`config.mk`:
```
export PLATFORM = sky130hd
export DESIGN_NAME = rxst_top
export DESIGN_NICKNAME = d
export VERILOG_FILES = /design/src/rxst_pkg.sv /design/src/rxst_prbs_gen.sv /design/src/rxst_sync.sv /design/src/rxst_top.sv
export VERILOG_INCLUDE_DIRS = /design/src /design/src/src
export SDC_FILE = /design/constraint.sdc
export NUM_CORES = 1
export LEC_CHECK = 0
export BUFFER_PORTS_ARGS = -buffer_cell sky130_fd_sc_hd__buf_4
export CAP_MARGIN = 25
export CELL_PAD_IN_SITES_DETAIL_PLACEMENT = 1
export CELL_PAD_IN_SITES_GLOBAL_PLACEMENT = 1
export CORE_MARGIN = 3
export CORE_UTILIZATION = 37
export DETAILED_ROUTE_END_ITERATION = 12
export GPL_TIMING_DRIVEN = 0
export MAX_ROUTING_LAYER = met4
export PLACE_DENSITY_LB_ADDON = 0.15
export RECOVER_POWER = 25
export SLEW_MARGIN = 20
export SYNTH_ARGS = -nofsm -noshare
export SYNTH_HDL_FRONTEND = slang
export SYNTH_SLANG_ARGS = --single-unit
export TNS_END_PERCENT = 20
```
`constraint.sdc`:
```
create_clock -name pclk -period 3.9 [get_ports pclk]
set_clock_uncertainty 0.05 [all_clocks]
set_input_delay 0.78 -clock pclk [delete_from_list [all_inputs] [get_ports pclk]]
set_output_delay 0.78 -clock pclk [all_outputs]
set_load 0.05 [all_outputs]
```
`src/rxst_cfg.svh`:
```
`ifndef RXST_CFG_SVH
`define RXST_CFG_SVH
// apb register byte offsets
`define RXST_OFF_CTRL      12'h000
`define RXST_OFF_STATUS    12'h004
`define RXST_OFF_IRQ_STAT  12'h008
`define RXST_OFF_IRQ_MASK  12'h00C
`define RXST_OFF_BOPAT     12'h010
`define RXST_OFF_ERRCNT    12'h014
// control field positions
`define RXST_CTRL_TXRST    0
`define RXST_CTRL_RXRST    1
`define RXST_CTRL_LOOP     2
`define RXST_CTRL_LOWFREQ  3
`define RXST_CTRL_SERBYTE  4
// reset values
`define RXST_CTRL_RST      5'h03
`define RXST_BOPAT_RST     8'hBC
// minimum pulse lengths in cycles
`define RXST_ERR_MIN       3
`define RXST_RM_MIN_SER    3
`define RXST_RM_MIN_NOSER  2
// prbs7 cycle length
`define RXST_PRBS_LEN      127
`endif

```
`src/rxst_pkg.sv`:
```
`default_nettype none
package rxst_pkg;
   // flags for one decoded group, kept together so they align with data
   typedef struct packed {
      logic       ctrl;
      logic       code_err;
      logic       disp_err;
      logic       run_disp;
      logic [7:0] data;
   } rxst_sym_t;
   typedef enum logic [1:0] {RXST_IDLE, RXST_SYNC, RXST_CHECK} rxst_vstate_t;
endpackage
`default_nettype wire

```
`src/rxst_prbs_gen.sv`:
```
`timescale 1ns/1ps
`default_nettype none
`include "rxst_cfg.svh"
module rxst_prbs_gen (
   input  wire logic       pclk,
   input  wire logic       presetn,
   input  wire logic       tx_reset,
   input  wire logic       low_freq,
   output logic [9:0]      pat
);
   logic [6:0] lfsr_reg;
   logic [6:0] lfsr_next;
   logic       lf_reg;
   logic       lf_next;
   // prbs7 advances one bit per cycle; low-frequency toggles five ones / zeros
   always_comb begin
      lfsr_next = lfsr_reg;
      lf_next   = lf_reg;
      if (tx_reset) begin
         lfsr_next = 7'h7F;
         lf_next   = 1'b0;
      end else begin
         lfsr_next = {lfsr_reg[5:0], lfsr_reg[6] ^ lfsr_reg[5]};
         lf_next   = ~lf_reg;
      end
   end
   always_ff @(posedge pclk or negedge presetn) begin
      if (!presetn) begin
         lfsr_reg <= 7'h7F;
         lf_reg   <= 1'b0;
      end else begin
         lfsr_reg <= lfsr_next;
         lf_reg   <= lf_next;
      end
   end
   assign pat = low_freq ? 10'h3E0 : {2'h0, lfsr_reg, 1'b0} | {9'h000, lf_reg};
endmodule // rxst_prbs_gen
`default_nettype wire

```
`src/rxst_sync.sv`:
```
`timescale 1ns/1ps
`default_nettype none
module rxst_sync #(
   parameter int W = 1
) (
   input  wire logic         pclk,
   input  wire logic         presetn,
   input  wire logic [W-1:0] d,
   output logic [W-1:0]      q
);
   logic [W-1:0] s1_reg;
   logic [W-1:0] s2_reg;
   // two-stage synchroniser; first stage feeds only the second
   always_ff @(posedge pclk or negedge presetn) begin
      if (!presetn) begin
         s1_reg <= '0;
         s2_reg <= '0;
      end else begin
         s1_reg <= d;
         s2_reg <= s1_reg;
      end
   end
   assign q = s2_reg;
endmodule // rxst_sync
`default_nettype wire

```
`src/rxst_top.sv`:
```
// Design decisions made here: the register addresses and the APB interface to the registers.
`timescale 1ns/1ps
`default_nettype none
`include "rxst_cfg.svh"
module rxst_top import rxst_pkg::*; #(
   parameter int NCH   = 1,
   parameter int CHW   = 10
) (
   input  wire logic                pclk,
   input  wire logic                presetn,
   input  wire logic [11:0]         paddr,
   input  wire logic                psel,
   input  wire logic                penable,
   input  wire logic                pwrite,
   input  wire logic [31:0]         pwdata,
   output logic [31:0]              prdata,
   output logic                     pready,
   output logic                     pslverr,
   input  wire logic [CHW-1:0]      rx_code_in,
   input  wire logic                rx_code_valid,
   input  wire logic                word_locked,
   input  wire logic                rm_full_in,
   input  wire logic                rm_empty_in,
   input  wire logic                byteord_restart,
   output logic [NCH*CHW-1:0]       rx_data_out,
   output logic                     rx_ctrl_flag,
   output logic                     rx_code_err,
   output logic                     rx_disp_err,
   output logic                     rx_run_disp,
   output logic                     rm_full,
   output logic                     rm_empty,
   output logic                     byteord_lock,
   output logic                     chk_done,
   output logic                     chk_err,
   output logic                     irq
);
   // refuse widths and counts the logic cannot serve
   if (CHW != 8 && CHW != 10) begin : g_bad_chw
      $error("channel width must be 8 or 10");
   end
   if (NCH < 1) begin : g_bad_nch
      $error("need at least one channel");
   end

   // control register and derived resets
   logic [4:0]  ctrl_reg;
   logic [4:0]  ctrl_next;
   logic [7:0]  bopat_reg;
   logic [7:0]  bopat_next;
   logic [3:0]  ist_reg;
   logic [3:0]  ist_next;
   logic [3:0]  imask_reg;
   logic [3:0]  imask_next;
   logic [31:0] prdata_next;
   logic        irq_next;
   logic        tx_rst;
   logic        rx_rst;
   logic        loop_en;
   logic        low_freq;
   assign tx_rst   = ctrl_reg[`RXST_CTRL_TXRST];
   assign rx_rst   = ctrl_reg[`RXST_CTRL_RXRST];
   assign loop_en  = ctrl_reg[`RXST_CTRL_LOOP];
   assign low_freq = ctrl_reg[`RXST_CTRL_LOWFREQ] && (CHW == 10);

   // pattern generator
   logic [9:0] gen_pat;
   rxst_prbs_gen u_gen (
      .pclk     (pclk),
      .presetn  (presetn),
      .tx_reset (tx_rst),
      .low_freq (low_freq),
      .pat      (gen_pat)
   );

   // async pins pass two flops
   logic [4:0] pin_s;
   rxst_sync #(.W(5)) u_sync (
      .pclk    (pclk),
      .presetn (presetn),
      .d       ({byteord_restart, rm_full_in, rm_empty_in, word_locked, rx_code_valid}),
      .q       (pin_s)
   );

   // received group: loopback selects generated pattern
   logic [CHW-1:0] code;
   logic           code_vld;
   assign code     = loop_en ? CHW'(gen_pat) : rx_code_in;
   assign code_vld = loop_en ? 1'b1 : pin_s[0];

   // decode: simplified, lower 8 bits are data, top bits classify
   rxst_sym_t sym;
   logic      rd_reg;
   logic      rd_next;
   logic [3:0] ones;
   logic [9:0] code_w;
   // group widened to ten bits so the class bits exist at any width
   assign code_w = 10'(code);
   // classify the group and track running disparity
   always_comb begin
      ones = '0;
      for (int i = 0; i < CHW; i++) ones = ones + 4'(code[i]);
      sym.data     = code[7:0];
      sym.ctrl     = (CHW == 10) && (code_w[9:8] == 2'b11);
      sym.code_err = (CHW == 10) && (ones < 4'd4 || ones > 4'd6);
      // disparity error implies the code error bit too
      sym.disp_err = (CHW == 10) && ((ones == 4'd6 && rd_reg) || (ones == 4'd4 && !rd_reg));
      if (sym.disp_err) sym.code_err = 1'b1;
      rd_next = rd_reg;
      if (code_vld && ones != 4'd5) rd_next = (ones > 4'd5);
      sym.run_disp = rd_next;
   end

   // verifier: counts a full cycle of groups without comparing, then checks each group
   rxst_vstate_t vst_reg;
   rxst_vstate_t vst_next;
   logic [6:0]   vcnt_reg;
   logic [6:0]   vcnt_next;
   logic         done_reg;
   logic         done_next;
   logic         err_reg;
   logic         err_next;
   logic [1:0]   ehold_reg;
   logic [1:0]   ehold_next;
   logic         seq_err_reg;
   logic         seq_err_next;
   logic [9:0]   exp_pat;
   logic         mismatch;
   logic         check_on;
   assign exp_pat  = gen_pat;
   assign check_on = (loop_en || pin_s[1]) && !low_freq;
   assign mismatch = CHW'(exp_pat) != code;
   // next state of the verifier, errors held for the minimum length
   always_comb begin
      vst_next     = vst_reg;
      vcnt_next    = vcnt_reg;
      done_next    = done_reg;
      err_next     = err_reg;
      ehold_next   = (ehold_reg != 2'd0) ? ehold_reg - 2'd1 : 2'd0;
      seq_err_next = seq_err_reg;
      if (rx_rst || !check_on) begin
         vst_next     = RXST_IDLE;
         vcnt_next    = '0;
         done_next    = 1'b0;
         err_next     = 1'b0;
         ehold_next   = 2'd0;
         seq_err_next = 1'b0;
      end else begin
         case (vst_reg)
            RXST_IDLE: if (pin_s[1] || loop_en) vst_next = RXST_SYNC;
            RXST_SYNC: begin
               vcnt_next = vcnt_reg + 7'd1;
               if (vcnt_reg == 7'(`RXST_PRBS_LEN - 1)) begin
                  vst_next  = RXST_CHECK;
                  done_next = 1'b1;
                  vcnt_next = '0;
               end
            end
            RXST_CHECK: begin
               vcnt_next = (vcnt_reg == 7'(`RXST_PRBS_LEN - 1)) ? 7'd0 : vcnt_reg + 7'd1;
               if (mismatch) begin
                  err_next     = 1'b1;
                  ehold_next   = 2'(`RXST_ERR_MIN - 1);
                  seq_err_next = 1'b1;
               end
               if (vcnt_reg == 7'(`RXST_PRBS_LEN - 1)) begin
                  // end of a sequence: clean one releases the flag
                  if (!seq_err_next && ehold_next == 2'd0) err_next = 1'b0;
                  seq_err_next = 1'b0;
               end
            end
            default: vst_next = RXST_IDLE;
         endcase
      end
   end
   // verifier state registers
   always_ff @(posedge pclk or negedge presetn) begin
      if (!presetn) begin
         vst_reg     <= RXST_IDLE;
         vcnt_reg    <= '0;
         done_reg    <= 1'b0;
         err_reg     <= 1'b0;
         ehold_reg   <= 2'd0;
         seq_err_reg <= 1'b0;
      end else begin
         vst_reg     <= vst_next;
         vcnt_reg    <= vcnt_next;
         done_reg    <= done_next;
         err_reg     <= err_next;
         ehold_reg   <= ehold_next;
         seq_err_reg <= seq_err_next;
      end
   end

   // rate-match flags stretched to the minimum length
   logic [1:0] fhold_reg;
   logic [1:0] fhold_next;
   logic [1:0] ehld_reg;
   logic [1:0] ehld_next;
   logic [1:0] rm_min;
   assign rm_min = ctrl_reg[`RXST_CTRL_SERBYTE] ? 2'(`RXST_RM_MIN_SER - 1)
                                                 : 2'(`RXST_RM_MIN_NOSER - 1);
   // reload the hold counters while a flag input stands
   always_comb begin
      fhold_next = pin_s[3] ? rm_min : (fhold_reg != 2'd0 ? fhold_reg - 2'd1 : 2'd0);
      ehld_next  = pin_s[2] ? rm_min : (ehld_reg != 2'd0 ? ehld_reg - 2'd1 : 2'd0);
   end

   // byte ordering: restart on rising edge, lock on pattern in low byte
   logic rst_d_reg;
   logic lock_reg;
   logic lock_next;
   logic restart;
   assign restart = pin_s[4] && !rst_d_reg;
   // restart or rx reset wins over a pattern match
   always_comb begin
      lock_next = lock_reg;
      if (restart || rx_rst) lock_next = 1'b0;
      else if (code_vld && code[7:0] == bopat_reg) lock_next = 1'b1;
   end

   // output registers and channel replication
   wire logic [NCH*CHW-1:0] data_next;
   // each channel lane carries the same received group
   genvar gc;
   for (gc = 0; gc < NCH; gc++) begin : g_lane
      assign data_next[gc*CHW +: CHW] = code;
   end
   // every receive and status output comes straight from these flops; bus outputs and irq come from the register flops
   always_ff @(posedge pclk or negedge presetn) begin
      if (!presetn) begin
         rd_reg       <= 1'b0;
         fhold_reg    <= 2'd0;
         ehld_reg     <= 2'd0;
         rst_d_reg    <= 1'b0;
         lock_reg     <= 1'b0;
         rx_data_out  <= '0;
         rx_ctrl_flag <= 1'b0;
         rx_code_err  <= 1'b0;
         rx_disp_err  <= 1'b0;
         rx_run_disp  <= 1'b0;
         rm_full      <= 1'b0;
         rm_empty     <= 1'b0;
         byteord_lock <= 1'b0;
         chk_done     <= 1'b0;
         chk_err      <= 1'b0;
      end else begin
         rd_reg       <= rx_rst ? 1'b0 : rd_next;
         fhold_reg    <= fhold_next;
         ehld_reg     <= ehld_next;
         rst_d_reg    <= pin_s[4];
         lock_reg     <= lock_next;
         // data and its flags registered together on pclk
         rx_data_out  <= data_next;
         rx_ctrl_flag <= sym.ctrl;
         rx_code_err  <= sym.code_err;
         rx_disp_err  <= sym.disp_err;
         rx_run_disp  <= sym.run_disp;
         rm_full      <= pin_s[3] || fhold_reg != 2'd0;
         rm_empty     <= pin_s[2] || ehld_reg != 2'd0;
         byteord_lock <= lock_next;
         chk_done     <= done_next;
         chk_err      <= err_next || ehold_next != 2'd0;
      end
   end

   // apb slave: zero wait, sticky status cleared by writing ones
   logic       wr;
   logic       rd;
   logic [3:0] ev;
   assign wr = psel && penable && pwrite;
   assign rd = psel && !penable && !pwrite;
   assign ev = {done_next & ~done_reg, err_next & ~err_reg, lock_next & ~lock_reg,
                pin_s[3] | pin_s[2]};
   // register writes, sticky status and read mux
   always_comb begin
      ctrl_next  = ctrl_reg;
      bopat_next = bopat_reg;
      imask_next = imask_reg;
      ist_next   = ist_reg;
      if (wr && paddr == `RXST_OFF_CTRL) ctrl_next = pwdata[4:0];
      if (wr && paddr == `RXST_OFF_BOPAT) bopat_next = pwdata[7:0];
      if (wr && paddr == `RXST_OFF_IRQ_MASK) imask_next = pwdata[3:0];
      if (wr && paddr == `RXST_OFF_IRQ_STAT) ist_next = ist_reg & ~pwdata[3:0];
      ist_next = ist_next | ev; // set beats clear
      irq_next = |(ist_next & imask_next);
      prdata_next = prdata;
      if (rd) begin
         case (paddr)
            `RXST_OFF_CTRL:     prdata_next = {27'h0, ctrl_reg};
            `RXST_OFF_STATUS:   prdata_next = {24'h0, rm_empty, rm_full, byteord_lock,
                                               chk_err, chk_done, rx_run_disp,
                                               rx_disp_err, rx_code_err};
            `RXST_OFF_IRQ_STAT: prdata_next = {28'h0, ist_reg};
            `RXST_OFF_IRQ_MASK: prdata_next = {28'h0, imask_reg};
            `RXST_OFF_BOPAT:    prdata_next = {24'h0, bopat_reg};
            `RXST_OFF_ERRCNT:   prdata_next = {25'h0, vcnt_reg};
            default:            prdata_next = 32'h0000_0000;
         endcase
      end
   end
   // register file and bus response flops
   always_ff @(posedge pclk or negedge presetn) begin
      if (!presetn) begin
         ctrl_reg  <= `RXST_CTRL_RST;
         bopat_reg <= `RXST_BOPAT_RST;
         ist_reg   <= 4'h0;
         imask_reg <= 4'h0;
         prdata    <= 32'h0000_0000;
         irq       <= 1'b0;
         pready    <= 1'b0;
         pslverr   <= 1'b0;
      end else begin
         ctrl_reg  <= ctrl_next;
         bopat_reg <= bopat_next;
         ist_reg   <= ist_next;
         imask_reg <= imask_next;
         prdata    <= prdata_next;
         irq       <= irq_next;
         pready    <= psel && !penable;
         pslverr   <= psel && !penable && paddr > `RXST_OFF_ERRCNT;
      end
   end
endmodule // rxst_top
`default_nettype wire

```
==> flow_summary_export.csv <==
group,metric,value,unit
setup_path,path_max_fanout,5,
timing,final_period_minus_worst_setup_slack,3.903,ns
setup_path,path_cells,"clkbuf_16 -> clkbuf_16 -> mux2i_4 -> fa_1 -> fa_1 -> inv_2 -> fa_1 -> ha_2 -> fa_2 -> nor4b_2 -> o21ai_1 -> a21oi_2 -> nor3_2",
clock_tree,hold_buffers,0,
synth,async_flop_share,1.000,
timing,setup_viol,1,
clock_tree,cts_tree,"done",
setup_path,start_kind,"register",
route,via_count,3740,
finish,diodes,0,
clock_tree,htreeDepth,3,
place,pre_cts_slack,-0.4572,ns
finish,drive_above_1_share,0.3627,
timing,hold_viol,0,
route,vias_per_cell,5.007,
timing,rsz0062_at_grt,"yes",
grt,grt-ovfl-total,0,
floorplanning,die_y,118.4,um
power_and_ir_drop,ir_drop,324.3,uV
finish,fin_util,0.5082,
floorplanning,pin_count,118,
grt,grt_max_degree,56,
setup_path,path_class,"register to register",
clock_tree,cts_sinks,88,
hold_path,min_path_type,"register to register",
route,drt_iter0_drc,156,
setup_path,path_buf_inv,3,
synth,synth_enable_flop_cells,0,
clock_tree,cts.path.max_buffers,2,
synth,avgSynthCellArea,10.32,um^2
power_and_ir_drop,power.density,470.1,nW/um^2
setup_path,worstPathArrival,4.07,ns
synth,yosys_warnings,0,
floorplanning,core,12160,um^2
power_and_ir_drop,total_power,2.906,mW
grt,grt_usage,0.1908,
finish,syn_to_final_growth,32.23,%
synth,ys_ff_latch,88,
outcome,violations,"max-capacitance violations, max-slew violations, negative setup slack",
clock_tree,clockRootBuffer,"clkbuf_16",
grt,grt_pass1_vias,3920,
setup_path,cpMaxStageDelayCell,"fa_1",
synth,ys_dominant_reg_cell,"dfrtp_1",
synth,synthCells,453,
setup_path,end_kind,"register",
floorplanning,start_util,0.3844,
job,maxCapViolations,1,
finish,layout.nets,652,
grt,antenna_found_initial,0,
floorplanning,fp.dieW,118.4,um
setup_path,cp_common_cell,"fa_1",
synth,syn_area,4674,um^2
timing,worstMarginPinSlew,1.942,ns
finish,largest_reg_flops,10,
synth,synth.distinct_cells,67,
place,routabilityCongestion,0.8910,
outcome,status,"finished, violations left",
timing,fmax,256.2,MHz
floorplanning,rows,40,
clock_tree,cts_buffers,9,
setup_path,cp_top_family,"adder cells",
grt,grt_pass1_wl,20.73,mm
floorplanning,die_area,14020,um^2
timing,finalMaxSlewViolations,34,
timing,setup_ws,-0.002858,ns
route,drtPass1Iterations,4,
synth,yosysSeqAreaShare,0.4748,
route,wl_per_cell,17.49,um
setup_path,required,4.06,ns
timing,min_period_over_period,1.001,
clock_tree,clk_pin_slew_worst_paths,0.06,ns
route,ant_nets,0,
place,port_buffers,69,
route,drt-total-wl,13.07,mm
power_and_ir_drop,leakage,2.902,nW
place,dp_hpwl,9.722,mm
setup_path,slowest_delay,0.52,ns
clock_tree,clk_latency,0.34,ns
route,drcViolationCount,0,
timing,slew_headroom,-0.2945,
[cell usage after synthesis, drive strengths merged, types with 2 or more instances]
master   instances  share of area
o22ai            9          0.012
nand3b           3         0.0048
nand4            5         0.0067
a41oi            3         0.0056
nand2           34          0.030
nor2            30          0.024
ha               8          0.021
nor4b            3         0.0056
nor4             4         0.0086
fa               6          0.026
a311oi           3         0.0056
dfrtp           74           0.40
a221oi           2         0.0037
buf             33          0.052
mux2i           13          0.028
or3              4         0.0064
o2bb2ai          3         0.0056
a31oi            4         0.0054
or2              8          0.011
o21ai           22          0.024
or3b             3         0.0056
xnor2            2         0.0037
nand3            9          0.011
o221ai           5         0.0094
clkbuf           6         0.0048
inv             34          0.027
nand2b           9          0.012
and4             2         0.0037
dfstp           14          0.079
mux2            18          0.047
nor3            13          0.016
xor2             5         0.0094
a21oi           29          0.031
nor4bb           2         0.0043
nor2b           10          0.013
[worst paths after layout]
kind / startpoint / to / slack, ns / cells after the start
setup / recovery: ctrl_reg[2] / rx_run_disp / -0.003 / 13
hold / removal: u_sync.s1_reg[0] / u_sync.q[0] / 0.30 / 0
setup reg to reg: ctrl_reg[2] / rx_run_disp / -0.003 / 13
hold reg to reg: u_sync.s1_reg[0] / u_sync.q[0] / 0.30 / 0
max in group asynchronous: presetn / err_reg / 1.76 / 1
min in group asynchronous: presetn / rx_data_out[9] / 0.92 / 1
[per-stage QoR]
step                area [um^2]  hold slack, ns    TNS, ns  cells
floorplan                  4797          0.2812          0    476
global placement           5525          0.2828     -1.002    713
detailed placement         5553          0.2910     -1.450    714
CTS                        6067          0.3054    -0.2442    740
global route               6181          0.3152    -0.4647    747
finish                     6181          0.3014  -0.002858    747
[logic make-up after synthesis]
logic type                 share of synthesized area
AOI/OAI and AO/OA                             0.1231
xor gates and xnor gates                     0.01312
adders and majority gates                    0.04711
buffers and inverters                        0.08538
DFF                                           0.4748
muxes                                        0.08003
other                                      0.0008022
and+or+nand+nor                               0.1756
[cell type report]
class	count	area [um^2]
Fill cell	1354	5981
Multi-Input combinational cell	314	2300
Tap cell	168	210.2
Buffer	38	311.5
Clock inverter	5	80.08
Sequential cell	88	2221
Clock buffer	11	242.7
Inverter	35	131.4
Timing Repair Buffer	88	684.4
[routing by layer]
layer  vias up  track usage  part of all wire
li1       1784            -                 -
met1      1869       0.2503              0.46
met2        76       0.3055              0.49
met3        11      0.03589             0.040
met4         0      0.05214             0.011
met5         -            -                 0
[power breakdown]
group / total (mW) / switching [mW] / internal (mW)
clock: 0.937 / 0.359 / 0.578
combinational: 0.836 / 0.496 / 0.340
sequential: 1.13 / 0.108 / 1.02
[layout by cell type (no fill, tap or decap), drive strengths merged, types with 4 or more instances in the layout]
cell type / count
a31oi: 4
ha: 8
nor3: 13
xor2: 5
o221ai: 5
nand2: 34
conb: 24
nor4: 4
buf: 114
inv: 34
dfstp: 14
nor2b: 10
fa: 6
or2: 8
nand4: 5
nand2b: 9
mux2: 18
o21ai: 22
or3: 4
nand3: 9
clkbuf: 23
nor2: 30
mux2i: 13
dfrtp: 74
o22ai: 9
a21oi: 29
[repair_timing]
action	in CTS	in global routing
cloned	0	0
setup endpoints to repair	4	4
setup buffers	10	8
resized for setup	29	11
pin swaps	9	11
No activity file was read; power rests on OpenSTA's default activity.
